[config.mk]
export PLATFORM = sky130hd
export DESIGN_NAME = ofrct_top
export DESIGN_NICKNAME = d
export VERILOG_FILES = /design/src/rtl/ofrct_pkg.sv /design/src/rtl/ofrct_top.sv /design/src/rtl/ofrct_tap_delay.sv
export SDC_FILE = /design/constraint.sdc
export NUM_CORES = 1
export LEC_CHECK = 0
export BUFFER_PORTS_ARGS = -buffer_cell sky130_fd_sc_hd__buf_4
export CORE_MARGIN = 2
export CORE_UTILIZATION = 26
export CTS_CLUSTER_DIAMETER = 50
export DETAILED_ROUTE_END_ITERATION = 10
export SLEW_MARGIN = 20
export SYNTH_ARGS = -nofsm -noshare
export SYNTH_HDL_FRONTEND = slang
export SYNTH_SLANG_ARGS = --single-unit
export TNS_END_PERCENT = 100
[constraint.sdc]
create_clock -name core_clk_i -period 6.9 [get_ports core_clk_i]
set_input_delay 1.725 -clock core_clk_i [delete_from_list [all_inputs] [get_ports core_clk_i]]
set_output_delay 1.725 -clock core_clk_i [all_outputs]
set_load 0.01 [all_outputs]
[src/rtl/ofrct_pkg.sv]
// Package of register map, field positions and reset values for the read capture tuner
package ofrct_pkg;

	// Register byte offsets
	localparam logic [7:0] OFF_CTRL     = 8'h00;
	localparam logic [7:0] OFF_DELAY    = 8'h04;
	localparam logic [7:0] OFF_STATUS   = 8'h08;
	localparam logic [7:0] OFF_CLEAR    = 8'h0c;
	localparam logic [7:0] OFF_CMD      = 8'h10;
	localparam logic [7:0] OFF_CMD_LO   = 8'h14;
	localparam logic [7:0] OFF_CMD_HI   = 8'h18;

	// Control fields
	localparam int CTRL_PHY_EN   = 0;
	localparam int CTRL_PIPE_EN  = 1;
	localparam int CTRL_POLL_EN  = 2;

	// Delay fields, each four bits wide
	localparam int DLY_W         = 4;
	localparam int DLY_RD_LSB    = 0;
	localparam int DLY_TX_LSB    = 8;
	localparam int DLY_RX_LSB    = 16;

	// Status fields
	localparam int ST_BUSY_RAW   = 0;
	localparam int ST_BUSY_HW    = 1;
	localparam int ST_POLL_OFF   = 2;
	localparam int ST_CAP_ERR    = 3;
	localparam int ST_CMD_BUSY   = 4;
	localparam int ST_CMD_DONE   = 5;

	// Command fields
	localparam int CMD_LEN_LSB   = 0;
	localparam int CMD_LEN_W     = 8;
	localparam int CMD_PAD_LSB   = 8;
	localparam int CMD_PAD_W     = 4;
	localparam int CMD_START     = 16;
	localparam int CMD_CNT_W     = 9;

	// Internal sampling window
	localparam int WIN_PERIOD    = 4;
	localparam int WIN_LEN       = 2;
	localparam int WIN_PH_W      = 2;

	// Reset values
	localparam logic [2:0]       CTRL_RST  = 3'h0;
	localparam logic [DLY_W-1:0] DLY_RST   = 4'h0;

endpackage

[src/rtl/ofrct_top.sv]
// Read capture, delay tuning, busy polling and command engine reads of an octal flash controller
//
// Overview of operation
// PHY mode captures data on returned strobe
// Samples outside internal window are invalid
// Host tunes TX, RX and read delays
// Larger read delay moves sampling later
// Host enables pipeline mode for reads
// Host disables pipeline mode for writes
// Tuned mode disables hardware busy polling
// Host writes by DMA within pages
// Host polls busy between page writes
// Non-PHY writes may keep hardware polling
// Command engine reads request padding bytes
// Host right-shifts padded command data
// Host tunes first, retunes on failure
//
// The implementer's own choices: strobed register access and the register offsets.
`timescale 1ns/1ps
module ofrct_top #(
	parameter int DLY_DEPTH = 16
) (
	// Clock, reset, enable
	input  wire logic        core_clk_i,
	input  wire logic        rst_b_i,
	input  wire logic        ce_i,
	// Register port
	input  wire logic [7:0]  reg_addr_i,
	input  wire logic [31:0] reg_wdata_i,
	input  wire logic        reg_wr_i,
	input  wire logic        reg_rd_i,
	output logic      [31:0] reg_rdata_o,
	// Flash read return
	input  wire logic        strobe_i,
	input  wire logic [7:0]  data_i,
	input  wire logic        busy_i,
	// Flash side control
	output logic             phy_en_o,
	output logic             pipe_mode_o,
	output logic [3:0]       tx_dly_o,
	output logic [3:0]       rx_dly_o,
	output logic             cmd_req_o,
	output logic [8:0]       cmd_len_o,
	// Captured read stream
	output logic [7:0]       rd_data_o,
	output logic             rd_valid_o,
	output logic             rd_err_o
);

	localparam int DW = ofrct_pkg::DLY_W;
	localparam int CW = ofrct_pkg::CMD_CNT_W;

	typedef enum logic [1:0] {
		OFRCT_IDLE = 2'b01,
		OFRCT_READ = 2'b10
	} ofrct_cmd_e;

	// Register state
	logic                         phy_en_q;
	logic                         pipe_en_q;
	logic                         poll_en_q;
	logic [DW-1:0]                rd_dly_q;
	logic [DW-1:0]                tx_dly_q;
	logic [DW-1:0]                rx_dly_q;
	logic [ofrct_pkg::CMD_LEN_W-1:0] cmd_len_q;
	logic [ofrct_pkg::CMD_PAD_W-1:0] cmd_pad_q;
	logic [63:0]                  cmd_data_q;
	logic                         cap_err_q;
	logic                         cmd_done_q;
	ofrct_cmd_e                   cmd_state_q;
	logic [CW-1:0]                cmd_left_q;

	// Capture path
	logic                         strobe_prev_q;
	logic [8:0]                   cap_q;
	logic [8:0]                   dly_out;
	logic [ofrct_pkg::WIN_PH_W-1:0] phase_q;
	logic                         win_open;
	logic                         tuned;
	logic                         beat_ok;
	logic                         beat_bad;
	logic [7:0]                   pipe_data_q;
	logic                         pipe_vld_q;

	// Bus decode
	logic                         wr_ctrl;
	logic                         wr_dly;
	logic                         wr_clr;
	logic                         wr_cmd;
	logic                         cmd_start;
	logic [31:0]                  status;
	logic [31:0]                  rd_mux;

	assign wr_ctrl   = reg_wr_i && (reg_addr_i == ofrct_pkg::OFF_CTRL);
	assign wr_dly    = reg_wr_i && (reg_addr_i == ofrct_pkg::OFF_DELAY);
	assign wr_clr    = reg_wr_i && (reg_addr_i == ofrct_pkg::OFF_CLEAR);
	assign wr_cmd    = reg_wr_i && (reg_addr_i == ofrct_pkg::OFF_CMD);
	// A start while a command runs is dropped rather than restarting mid-transfer
	assign cmd_start = wr_cmd && reg_wdata_i[ofrct_pkg::CMD_START] && (cmd_state_q == OFRCT_IDLE);

	// Tuned mode: PHY capture with a non-zero read delay
	assign tuned = phy_en_q && (rd_dly_q != '0);

	always_ff @(posedge core_clk_i)
	begin
		if (!rst_b_i)
		begin
			phy_en_q  <= ofrct_pkg::CTRL_RST[ofrct_pkg::CTRL_PHY_EN];
			pipe_en_q <= ofrct_pkg::CTRL_RST[ofrct_pkg::CTRL_PIPE_EN];
			poll_en_q <= ofrct_pkg::CTRL_RST[ofrct_pkg::CTRL_POLL_EN];
		end
		else if (ce_i && wr_ctrl)
		begin
			phy_en_q  <= reg_wdata_i[ofrct_pkg::CTRL_PHY_EN];
			pipe_en_q <= reg_wdata_i[ofrct_pkg::CTRL_PIPE_EN];
			poll_en_q <= reg_wdata_i[ofrct_pkg::CTRL_POLL_EN];
		end
	end

	// Delays are written as one set so tuning never sees a half-updated combination
	always_ff @(posedge core_clk_i)
	begin
		if (!rst_b_i)
		begin
			rd_dly_q <= ofrct_pkg::DLY_RST;
			tx_dly_q <= ofrct_pkg::DLY_RST;
			rx_dly_q <= ofrct_pkg::DLY_RST;
		end
		else if (ce_i && wr_dly)
		begin
			rd_dly_q <= reg_wdata_i[ofrct_pkg::DLY_RD_LSB +: DW];
			tx_dly_q <= reg_wdata_i[ofrct_pkg::DLY_TX_LSB +: DW];
			rx_dly_q <= reg_wdata_i[ofrct_pkg::DLY_RX_LSB +: DW];
		end
	end

	// Strobe edges of either polarity mark a data beat
	always_ff @(posedge core_clk_i)
	begin
		if (!rst_b_i)
		begin
			strobe_prev_q <= 1'b0;
			cap_q         <= '0;
		end
		else if (ce_i)
		begin
			strobe_prev_q <= strobe_i;
			cap_q         <= {phy_en_q && (strobe_i != strobe_prev_q), data_i};
		end
	end

	// Beats age by the read delay before meeting the internal window
	ofrct_tap_delay #(
		.W     (9),
		.DEPTH (DLY_DEPTH),
		.SW    (DW)
	) u_tap (
		.core_clk_i (core_clk_i),
		.rst_b_i    (rst_b_i),
		.ce_i       (ce_i),
		.din_i      (cap_q),
		.sel_i      (rd_dly_q),
		.dout_o     (dly_out)
	);

	// Free-running internal clock phase defines the window
	always_ff @(posedge core_clk_i)
	begin
		if (!rst_b_i)
			phase_q <= '0;
		else if (ce_i)
			phase_q <= (phase_q == ofrct_pkg::WIN_PH_W'(ofrct_pkg::WIN_PERIOD - 1)) ? '0 : phase_q + 1'b1;
	end

	assign win_open = (phase_q < ofrct_pkg::WIN_PH_W'(ofrct_pkg::WIN_LEN));
	// Without the pipeline stage a delayed beat misses the output timing
	assign beat_ok  = dly_out[8] && win_open && (pipe_en_q || !tuned);
	assign beat_bad = dly_out[8] && !beat_ok;

	always_ff @(posedge core_clk_i)
	begin
		if (!rst_b_i)
		begin
			pipe_data_q <= '0;
			pipe_vld_q  <= 1'b0;
		end
		else if (ce_i)
		begin
			pipe_data_q <= dly_out[7:0];
			pipe_vld_q  <= beat_ok;
		end
	end

	// Pipeline mode adds one register stage to read data and valid; rd_err_o is not delayed
	always_ff @(posedge core_clk_i)
	begin
		if (!rst_b_i)
		begin
			rd_data_o  <= '0;
			rd_valid_o <= 1'b0;
			rd_err_o   <= 1'b0;
		end
		else if (ce_i)
		begin
			rd_data_o  <= pipe_en_q ? pipe_data_q : dly_out[7:0];
			rd_valid_o <= pipe_en_q ? pipe_vld_q : beat_ok;
			rd_err_o   <= beat_bad;
		end
	end

	// Sticky capture error; a new error beats a clear in the same cycle
	always_ff @(posedge core_clk_i)
	begin
		if (!rst_b_i)
			cap_err_q <= 1'b0;
		else if (ce_i)
		begin
			if (beat_bad)
				cap_err_q <= 1'b1;
			else if (wr_clr && reg_wdata_i[ofrct_pkg::ST_CAP_ERR])
				cap_err_q <= 1'b0;
		end
	end

	// Command engine read: length plus padding bytes from the flash
	always_ff @(posedge core_clk_i)
	begin
		if (!rst_b_i)
		begin
			cmd_len_q <= '0;
			cmd_pad_q <= '0;
		end
		else if (ce_i && wr_cmd && (cmd_state_q == OFRCT_IDLE))
		begin
			cmd_len_q <= reg_wdata_i[ofrct_pkg::CMD_LEN_LSB +: ofrct_pkg::CMD_LEN_W];
			cmd_pad_q <= reg_wdata_i[ofrct_pkg::CMD_PAD_LSB +: ofrct_pkg::CMD_PAD_W];
		end
	end

	always_ff @(posedge core_clk_i)
	begin
		if (!rst_b_i)
		begin
			cmd_state_q <= OFRCT_IDLE;
			cmd_left_q  <= '0;
			cmd_req_o   <= 1'b0;
			cmd_len_o   <= '0;
		end
		else if (ce_i)
		begin
			cmd_req_o <= 1'b0;
			unique case (cmd_state_q)
				OFRCT_IDLE:
				begin
					if (cmd_start)
					begin
						cmd_left_q  <= CW'(reg_wdata_i[ofrct_pkg::CMD_LEN_LSB +: ofrct_pkg::CMD_LEN_W])
						             + CW'(reg_wdata_i[ofrct_pkg::CMD_PAD_LSB +: ofrct_pkg::CMD_PAD_W]);
						cmd_len_o   <= CW'(reg_wdata_i[ofrct_pkg::CMD_LEN_LSB +: ofrct_pkg::CMD_LEN_W])
						             + CW'(reg_wdata_i[ofrct_pkg::CMD_PAD_LSB +: ofrct_pkg::CMD_PAD_W]);
						cmd_req_o   <= 1'b1;
						cmd_state_q <= OFRCT_READ;
					end
				end
				OFRCT_READ:
				begin
					if (cmd_left_q == '0)
						cmd_state_q <= OFRCT_IDLE;
					else if (rd_valid_o)
					begin
						cmd_left_q <= cmd_left_q - 1'b1;
						if (cmd_left_q == CW'(1))
							cmd_state_q <= OFRCT_IDLE;
					end
				end
				default:
					cmd_state_q <= OFRCT_IDLE;
			endcase
		end
	end

	// Bytes shift in from the top; the host realigns by right-shifting
	always_ff @(posedge core_clk_i)
	begin
		if (!rst_b_i)
			cmd_data_q <= '0;
		else if (ce_i)
		begin
			if (cmd_start)
				cmd_data_q <= '0;
			else if ((cmd_state_q == OFRCT_READ) && rd_valid_o && (cmd_left_q != '0))
				cmd_data_q <= {rd_data_o, cmd_data_q[63:8]};
		end
	end

	always_ff @(posedge core_clk_i)
	begin
		if (!rst_b_i)
			cmd_done_q <= 1'b0;
		else if (ce_i)
		begin
			if ((cmd_state_q == OFRCT_READ) && ((cmd_left_q == '0) || (rd_valid_o && (cmd_left_q == CW'(1)))))
				cmd_done_q <= 1'b1;
			else if (cmd_start || (wr_clr && reg_wdata_i[ofrct_pkg::ST_CMD_DONE]))
				cmd_done_q <= 1'b0;
		end
	end

	// Hardware polling reports nothing in tuned mode; software reads the raw bit
	always_comb
	begin
		status = '0;
		status[ofrct_pkg::ST_BUSY_RAW] = busy_i;
		status[ofrct_pkg::ST_BUSY_HW]  = poll_en_q && !tuned && busy_i; // see
		status[ofrct_pkg::ST_POLL_OFF] = tuned;
		status[ofrct_pkg::ST_CAP_ERR]  = cap_err_q;
		status[ofrct_pkg::ST_CMD_BUSY] = (cmd_state_q == OFRCT_READ);
		status[ofrct_pkg::ST_CMD_DONE] = cmd_done_q;
	end

	always_comb
	begin
		rd_mux = '0;
		unique case (reg_addr_i)
			ofrct_pkg::OFF_CTRL:
			begin
				rd_mux[ofrct_pkg::CTRL_PHY_EN]  = phy_en_q;
				rd_mux[ofrct_pkg::CTRL_PIPE_EN] = pipe_en_q;
				rd_mux[ofrct_pkg::CTRL_POLL_EN] = poll_en_q;
			end
			ofrct_pkg::OFF_DELAY:
			begin
				rd_mux[ofrct_pkg::DLY_RD_LSB +: DW] = rd_dly_q;
				rd_mux[ofrct_pkg::DLY_TX_LSB +: DW] = tx_dly_q;
				rd_mux[ofrct_pkg::DLY_RX_LSB +: DW] = rx_dly_q;
			end
			ofrct_pkg::OFF_STATUS:
				rd_mux = status;
			ofrct_pkg::OFF_CMD:
			begin
				rd_mux[ofrct_pkg::CMD_LEN_LSB +: ofrct_pkg::CMD_LEN_W] = cmd_len_q;
				rd_mux[ofrct_pkg::CMD_PAD_LSB +: ofrct_pkg::CMD_PAD_W] = cmd_pad_q;
			end
			ofrct_pkg::OFF_CMD_LO:
				rd_mux = cmd_data_q[31:0];
			ofrct_pkg::OFF_CMD_HI:
				rd_mux = cmd_data_q[63:32];
			default:
				rd_mux = '0;
		endcase
	end

	// Read data stands only in the cycle after the strobe
	always_ff @(posedge core_clk_i)
	begin
		if (!rst_b_i)
			reg_rdata_o <= '0;
		else if (ce_i)
			reg_rdata_o <= reg_rd_i ? rd_mux : '0;
	end

	always_ff @(posedge core_clk_i)
	begin
		if (!rst_b_i)
		begin
			phy_en_o    <= 1'b0;
			pipe_mode_o <= 1'b0;
			tx_dly_o    <= '0;
			rx_dly_o    <= '0;
		end
		else if (ce_i)
		begin
			phy_en_o    <= phy_en_q;
			pipe_mode_o <= pipe_en_q;
			tx_dly_o    <= tx_dly_q;
			rx_dly_o    <= rx_dly_q;
		end
	end

endmodule

[src/rtl/ofrct_tap_delay.sv]
// Selectable tap delay line for strobe-captured bytes
`timescale 1ns/1ps
module ofrct_tap_delay #(
	parameter int W     = 9,
	parameter int DEPTH = 16,
	parameter int SW    = 4
) (
	// Clock and reset
	input  wire logic          core_clk_i,
	input  wire logic          rst_b_i,
	input  wire logic          ce_i,
	// Data
	input  wire logic [W-1:0]  din_i,
	input  wire logic [SW-1:0] sel_i,
	output logic      [W-1:0]  dout_o
);

	logic [W-1:0] taps_q [DEPTH];

	always_ff @(posedge core_clk_i)
	begin
		if (!rst_b_i)
		begin
			for (int i = 0; i < DEPTH; i++)
				taps_q[i] <= '0;
		end
		else if (ce_i)
		begin
			taps_q[0] <= din_i;
			for (int i = 1; i < DEPTH; i++)
				taps_q[i] <= taps_q[i-1];
		end
	end

	// Tap zero is already one register behind the capture stage
	assign dout_o = taps_q[sel_i];

endmodule

### Yosys cells after proc, flatten, opt, wreduce, memory -nomap -nowiden

Memory sizes are Yosys's and may differ from the RTL's. A register that Yosys moved wholly into a read port is not among the register bits.
Index checks and enable logic that the tools add are counted.

* RAM bits: 144
* word-level logic and storage cells: 157
* flip-flop bits (word level): 187
* memories kept: 1

Memory list
* u_tap.taps_q: depth 16, bits a word 9, rd ports 16, clocked after Yosys merged registers in 1, write ports 16, RTL line ofrct_tap_delay.sv:18 `logic [W-1:0] taps_q [DEPTH];`

* order comparisons: 1
* add/subtract/negate cells: 3
* multiplexer cells: 50
* equal/unequal tests: 16
* reduce and logical (&&, ||, !) cells: 42
* bitwise operators: 16

Operators with widths (count)
* $mux W9: 19
* $mux W64: 2
* $mux W32: 1
* $pmux W4 S4: 2
* $eq A8 B5 Y1 const B: 3
* $pmux W12 S2: 1
* $logic_and A1 B1 Y1: 23
* $pmux W3 S6: 1
* $pmux W9 S2: 1
* $eq A8 B4 Y1 const B: 2
* $or A1 B1 Y1: 16
* $pmux W4 S3: 1
* $mux W1: 11
* $mux W2: 5
* $add A8 B4 Y9: 1
* $eq A9 B1 Y1 const B: 1
* $logic_not A9 Y1: 1
* $reduce_bool A9 Y1: 1
* $sub A9 B1 Y9 const B: 1
* $eq A8 B3 Y1 const B: 1
* $logic_not A8 Y1: 1
* $mux W4: 2
* $mux W8: 1
* $pmux W4 S2: 1
* other kinds (18): 29

### Logic depth before layout (Yosys ltp)

Gate-level depths: netlist of the first run.

* depth in word-level cells: 9
* mapped depth: 9
* depth with buffers taken out: 8

### Modules after synthesis

A second synthesis of the first run with hierarchy kept.

* cells, all modules: 1239
* area total of the unflattened synthesis: 14261.2 µm²

Modules (own cells, without submodules)
* ofrct_top: times used 1, area an instance 7766.2 µm², cells an instance 846, seq. area each 3743.6 µm²
* ofrct_tap_delay: times used 1, area an instance 6495.0 µm², cells an instance 393, seq. area each 4324.1 µm²

### Worst setup path after synthesis of the first run

Ideal clock, no wire load.

* path type: input to register
* from: in ce_i
* to: mem u_tap.taps_q[0][0] (enable)
* stages on the path: 4
* arrival time: 5131 ps
* setup time: 496 ps
* buffers on the path: 2
* setup slack: 1273 ps
* path through: clkbuf_1 > nor2_1 > clkbuf_1 > inv_1

RTL lines
* start: declaration: RTL line ofrct_top.sv:26 `input wire logic ce_i,`
* end: declaration: RTL line ofrct_tap_delay.sv:18

==> results of run 1 <==
-- worst paths after layout --
path / start / end / slack [ps] / cells past startpoint
max reg2reg: cmd_left_q[0] / cmd_data_q[37] / 4010 / 8
max: rst_b_i / u_tap.taps_q[4][5] / 2650 / 6
min: pipe_data_q[2] / pipe_data_q[2] / 450 / 2
min reg2reg: pipe_data_q[2] / pipe_data_q[2] / 450 / 2
-- kinds of logic (layout without fill, tap and decap cells) --
group | Yosys count | after routing
simple gates | 456 | 456
flops | 335 | 335
xor+xnor | 6 | 6
mux | 82 | 82
buf+inv | 113 | 193
fa+ha+maj | 8 | 8
compound gates | 256 | 256
-- cell usage in the layout, fill, tap and decap left out, types with 4 or more instances in the layout --
master / Yosys / layout
dfxtp_1: 191 / 190
edfxtp_1: 144 / 144
nor2_1: 131 / 128
buf_4: 0 / 114
nand2_1: 100 / 100
and3_1: 99 / 99
a22oi_1: 93 / 93
and2_1: 58 / 58
o21ai_0: 46 / 46
a21oi_1: 43 / 43
mux2i_1: 40 / 40
clkbuf_16: 0 / 38
mux4_2: 30 / 30
nor3_1: 18 / 17
a222oi_1: 16 / 16
inv_1: 15 / 13
nand3_1: 12 / 12
mux2_2: 12 / 12
clkbuf_1: 82 / 10
o2bb2ai_1: 7 / 7
o211ai_1: 7 / 7
a31oi_1: 7 / 7
ha_1: 7 / 7
a21o_1: 7 / 6
o22ai_1: 6 / 6
a211oi_1: 5 / 5
nor2b_1: 5 / 5
nor4_1: 5 / 5
nand2b_1: 5 / 5
clkinv_2: 0 / 5
a22o_1: 4 / 4
xnor2_1: 4 / 4
-- sequential cells by signal, indices dropped and copies added, names as in the netlist, 2 cells and up, named ones only --
| signal | cells |
|---|---|
| cap_q | 9 |
| cmd_data_q | 64 |
| cmd_left_q | 9 |
| cmd_len_o | 9 |
| cmd_len_q | 8 |
| cmd_pad_q | 4 |
| cmd_state_q | 2 |
| phase_q | 2 |
| pipe_data_q | 8 |
| rd_data_o | 8 |
| rd_dly_q | 4 |
| reg_rdata_o | 32 |
| rx_dly_o | 4 |
| rx_dly_q | 4 |
| tx_dly_o | 4 |
| tx_dly_q | 4 |
| u_tap.taps_q | 144 |
-- where the power goes --
| part | switching (mW) | leakage, nW | internal (mW) | total, mW |
|---|---|---|---|---|
| clock | 0.788 | 0.549 | 1.08 | 1.87 |
| combinational | 0.121 | 2.71 | 0.0744 | 0.196 |
| sequential | 0.0328 | 3.13 | 2.14 | 2.17 |
| total | 0.942 | 6.40 | 3.29 | 4.24 |
-- cell type report --
type | instances | area (um^2) | share of cell area [%]
clock buffer | 51 | 1030 | 6.244
clock inverter | 13 | 98.84 | 0.5994
inverter | 15 | 61.31 | 0.3718
multi-input combinational | 808 | 5425 | 32.90
tap | 696 | 870.8 | 5.281
timing repair buffer | 114 | 855.8 | 5.190
sequential | 335 | 8149 | 49.42
-- worst max-delay path, delay by kind of cell --
family	cells	cell delay [ps]
buf+inv	5	2560
simple gates	1	20
-- metrics by stage --
| stage | setup WS, ps | hold WS (ps) | std cells |
|---|---|---|---|
| after detailed placement | 2041 | 438.9 | 1968 |
| after CTS | 2606 | 446.8 | 2032 |
| after global routing | 2406 | 465.5 | 2032 |
| after global placement | 2137 | 434.4 | 1968 |
| after floorplan | 1273 | 422.6 | 1256 |
| final | 2652 | 448.7 | 2032 |
-- per-layer routing --
metal	global-route usage [%]	up-vias	routed length [um]
li1	-	4770	-
met1	18.47	5022	17040
met2	19.80	327	16640
met3	2.504	52	2415
met4	2.548	0	579
met5	0	-	0
==> metrics.cfg, run 1 <==
[status]
outcome = completed

[yosys]
synthDistinctLibCells = 59
muxShareOfSynthArea_pct = 8.656
syn-num-nets = 1319
synth_adder_area_share_pct = 0.7690
dominant_combinational_cell_family_by_area_after_synthesis = simple AND/OR/NAND/NOR gates
post-synth-top-area-fraction_pct = 30.90
synth_compound_gate_area_share_pct = 12.55
syn_area_cell_um2 = 11.14
syn_area_um2 = 13990
yosys_most_used_dff = dfxtp_1
synthCells = 1256
synth_largest_area_cell = edfxtp_1
post_synth_main_area_contributors = edfxtp_1 31%, dfxtp_1 27%, a22oi_1 5.0%, mux4_2 4.8%, and3_1 4.4%
ys_seq_area_share_pct = 58.23
yosys_warnings = 0
yosys_register_bits = 335
synth_commonest_cells = 191 x dfxtp_1, 144 x edfxtp_1, 131 x nor2_1
synthMostInstantiatedCell = dfxtp_1
synth_enable_flop_cells = 144
synthSimpleGateAreaFrac_pct = 16.26
ys_async_sr_fraction_pct = 0
synth_xor_xnor_area_share_pct = 0.3756

[clock_tree]
hold_buffers = 0
numCtsBuffers = 36
clk_path_buf_depth = 3
htreeDepth = 2
insertion_delay_ps = 520
post_cts.repair.setup_buffers = 0
cts_sinks = 335
cts_tree = done
root_buffer = clkbuf_16
worst_setup_hold_path_clk_slew_ps = 60
post_cts_resized = 0

[timing]
final-max-slew-violation-count = 0
setup-tns-final_ps = 0
maxClockFrequency_mhz = 235.4
timing.final.hold_violations = 0
slew_worst_pin_ps = 1028
final.min_clock_period_ps = 4248
maxSlewHeadroom_pct = 31.48
worst_clock_skew_ps = 13.78
rsz0062_at_grt = false
fin_crit_sh_pct = 61.57
setup_violations = 0

[routing]
route.antenna.remaining_nets = 0
avgViaCountPerCell = 5.005
drt-total-wl_mm = 36.68
dr.pass1.iters = 6
drt_drc_violations_left = 0
routed-via-count = 10170
dr.first_iter.drc_count = 1008
post_drt_wl_per_cell_um = 18.05

[global_routing]
grt_pass1_wl_mm = 56.69
antenna_found_initial = 1
grt_max_degree = 130
grtUsageTotal_pct = 12.77
grt_overflow = 0
grt_pass1_vias = 9624

[placement]
place_area_um2 = 15360
gpl.final_weighted_congestion = 0.8400
hpwl_mm = 23.53
buffer_ports.inserted = 100

[final_layout]
nFillCells = 5478
layout_nets = 1373
layout.core_utilization_pct = 30.83
antennaDiodeCount = 0
layout-area-overhead-vs-synth_pct = 17.86
share_of_post_route_cells_with_drive_strength_above_1_pct = 16.69
layout.cell_area.non_filler_um2 = 16490

[pwr]
vdd_drop_max_mv = 0.1378
power_density_nw_per_um2 = 256.9
total_leakage_power_nw = 6.397
finalPower_mw = 4.236

[die]
placement_rows = 85
initial_utilization_pct = 26.16
floorplan_die_area_um2 = 55690
count_of_pins_on_the_block_boundary = 117
die_w_um = 236.0
die-height_um = 236.0
core_area_um2 = 53500

[flow_run]
timing.max_cap.violations = 0

[critical_path]
critPathArrivalTime_ps = 4400
data_required_time_of_the_critical_path_ps = 7050
crit_path_cell_trace = buf_4 > inv_4 > nor2_4 > buf_4 > inv_4 > buf_4
critPathKind = input port to flop
crit_fanout = 77
crit_top_cell = buf_4
timing.critical_path.slowest_cell_delay_ps = 770
cp-start-kind = input port
critical_path.slowest_cell = inv_4
critPathCaptureType = flop

[worst_hold_path]
kind_of_path_behind_the_tightest_hold_check = flop to flop

No activity file was read; power rests on OpenSTA's default activity.
==> run 2: changes to the inputs <==
==> constraint.sdc (replaced) <==
create_clock -name core_clk_i -period 4 [get_ports core_clk_i]
set_input_delay 1 -clock core_clk_i [delete_from_list [all_inputs] [get_ports core_clk_i]]
set_output_delay 1 -clock core_clk_i [all_outputs]
set_load 0.01 [all_outputs]
==> metrics.cfg, run 2 (synthesized netlist as in run 1, its figures left out) <==
[status]
outcome = completed  ; unchanged

[critical_path]
timing.critical_path.buf_inv = 2  ; was 5
data_required_time_of_the_critical_path_ps = 4380  ; was 7050 ps
crit_fanout = 64  ; was 77
critical-path-top-delay-family = simple AND/OR/NAND/NOR gates  ; was buffers and inverters
critPathArrivalTime_ps = 3200  ; was 4400 ps
critical_path.slowest_cell = or4b_1  ; was inv_4
critPathKind = input port to flop  ; unchanged
critPathCaptureType = flop  ; unchanged
cp-start-kind = input port  ; unchanged
timing.critical_path.slowest_cell_delay_ps = 570  ; was 770 ps
crit_path_cell_trace = buf_4 > or4b_1 > or4_1 > a21o_2 > buf_12 > a22oi_1 > nor2_1  ; was buf_4 > inv_4 > nor2_4 > buf_4 > inv_4 > buf_4

[die]
die-height_um = 236.0  ; unchanged
placement_rows = 85  ; unchanged
floorplan_die_area_um2 = 55690  ; unchanged
count_of_pins_on_the_block_boundary = 117  ; unchanged
core_area_um2 = 53500  ; unchanged
initial_utilization_pct = 26.16  ; unchanged
die_w_um = 236.0  ; unchanged

[timing]
slew_worst_pin_ps = 812.9  ; was 1028 ps
maxSlewHeadroom_pct = 45.60  ; was 31.48%
final.min_clock_period_ps = 2816
maxClockFrequency_mhz = 355.2
final-max-slew-violation-count = 0  ; unchanged
setup_violations = 0  ; unchanged
fin_crit_sh_pct = 70.39
worst_clock_skew_ps = 14.99  ; was 13.78 ps
rsz0062_at_grt = false  ; unchanged
timing.final.hold_violations = 0  ; unchanged

[routing]
dr.pass1.iters = 7  ; was 6
drt_drc_violations_left = 0  ; unchanged
avgViaCountPerCell = 5.022  ; was 5.005
routed-via-count = 10240  ; was 10170
post_drt_wl_per_cell_um = 17.91  ; was 18.05 um
drt-total-wl_mm = 36.51  ; was 36.68 mm
dr.first_iter.drc_count = 1112  ; was 1008
route.antenna.remaining_nets = 0  ; unchanged

[placement]
buffer_ports.inserted = 100  ; unchanged
gpl.final_weighted_congestion = 0.8035  ; was 0.8400
place_area_um2 = 15460  ; was 15360 um^2
hpwl_mm = 24.05  ; was 23.53 mm

[global_routing]
gr-usage-met3_pct = 2.692  ; was 2.504%
global_route.usage.met2_pct = 19.43  ; was 19.80%
grt_max_degree = 85  ; was 130
grt_pass1_wl_mm = 57.17  ; was 56.69 mm
grtUsageTotal_pct = 12.76  ; was 12.77%
grt_overflow = 0  ; unchanged
most_used_layer_global_route = met2  ; unchanged
grt_use_met1_pct = 18.41  ; was 18.47%
grt_pass1_vias = 9850  ; was 9624
antenna_found_initial = 0  ; was 1

[final_layout]
largest_register_ffs = 144  ; unchanged
share_of_post_route_cells_with_drive_strength_above_1_pct = 17.29  ; was 16.69%
final_common_cell = dfxtp_1  ; unchanged
layout-area-overhead-vs-synth_pct = 19.06  ; was 17.86%
antennaDiodeCount = 0  ; unchanged
nFillCells = 5406  ; was 5478
layout.core_utilization_pct = 31.14  ; was 30.83%
layout.cell_area.non_filler_um2 = 16660  ; was 16490 um^2
most-common-layout-cells = 190 x dfxtp_1, 144 x edfxtp_1, 128 x nor2_1  ; unchanged
max_flop_register = u_tap.taps_q  ; unchanged
reg_top3 = u_tap.taps_q: 144 flops, cmd_data_q: 64 flops, reg_rdata_o: 32 flops  ; unchanged
layout_nets = 1381  ; was 1373

[clock_tree]
hold_buffers = 0  ; unchanged
clk_path_buf_depth = 3  ; unchanged
cts_tree = done  ; unchanged
worst_setup_hold_path_clk_slew_ps = 60  ; about the same
htreeDepth = 2  ; unchanged
post_cts_resized = 0  ; unchanged
root_buffer = clkbuf_16  ; unchanged
cts_sinks = 335  ; unchanged
insertion_delay_ps = 520  ; about the same
numCtsBuffers = 36  ; unchanged
post_cts.repair.setup_buffers = 0  ; unchanged

[pwr]
vdd_drop_max_mv = 0.2156  ; was 0.1378 mV
total_leakage_power_nw = 6.478  ; was 6.397 nW
power_density_nw_per_um2 = 449.5  ; was 256.9 nW/um^2

[worst_hold_path]
kind_of_path_behind_the_tightest_hold_check = flop to flop  ; unchanged

[flow_run]
timing.max_cap.violations = 0  ; unchanged

==> run 2: cell count changes in the layout (fill, tap and decap cells not counted), sizes merged <==
cell | previous run | this run
buf | 114 | 122
bufinv | 1 | 4
clkinvlp | 2 | 3
inv | 17 | 16
clkinv | 8 | 5
clkbuf | 51 | 49
==> run 2: area by class of cell <==
class	instances	area (um^2)	area share [%]
inverters	15	65.06	0.3905
clock buffers	49	1012	6.076
repair buffers	122	953.4	5.723
well taps	696	870.8	5.227
clock inverters	13	183.9	1.104
multi-input cells	808	5425	32.56
flip-flops and latches	335	8149	48.91
==> run 2: path summary, 6_finish.rpt <==
kind,from,endpoint,slack (ps),depth (start not counted)
worst min-delay path,pipe_data_q[3],pipe_data_q[3],450,2
worst max-delay path,reg_addr_i[5],cmd_data_q[38],1180,7
worst max register to register,flop,rd_data_o[7],1410,6
worst min register to register,pipe_data_q[3],pipe_data_q[3],450,2
==> run 2: power by group <==
part	internal [mW]	total [mW]	switching, mW
Combinational	0.134	0.343	0.209
Clock	2.04	3.40	1.36
Sequential	3.69	3.74	0.0573
==> run 2: per-stage QoR <==
| stage | setup TNS [ps] | setup WS, ps | power [mW] | hold slack [ps] | std cells |
|---|---|---|---|---|---|
| final | 0 | 1184 | 7.489 | 450.1 | 2038 |
| after global routing | 0 | 1101 | 7.743 | 474.8 | 2038 |
| after CTS | 0 | 1216 | 7.552 | 450.3 | 2038 |
| after detailed placement | 0 | 672.2 | 4.160 | 441.2 | 1976 |
| after global placement | 0 | 715.8 | 4.146 | 435.9 | 1976 |
| after floorplan | -4513 | -31.34 | 4.015 | 422.6 | 1256 |
==> run 2: per-layer routing <==
metal,routed length [um],vias up
met5,0,-
met4,701,0
met3,2495,62
met2,16140,307
met1,17170,5088
li1,-,4778
==> run 2: worst min-delay path: stages, from the launching register on <==
cell and delay (ps):
dfxtp_1 310, nand2_1 50, nand2_1 40
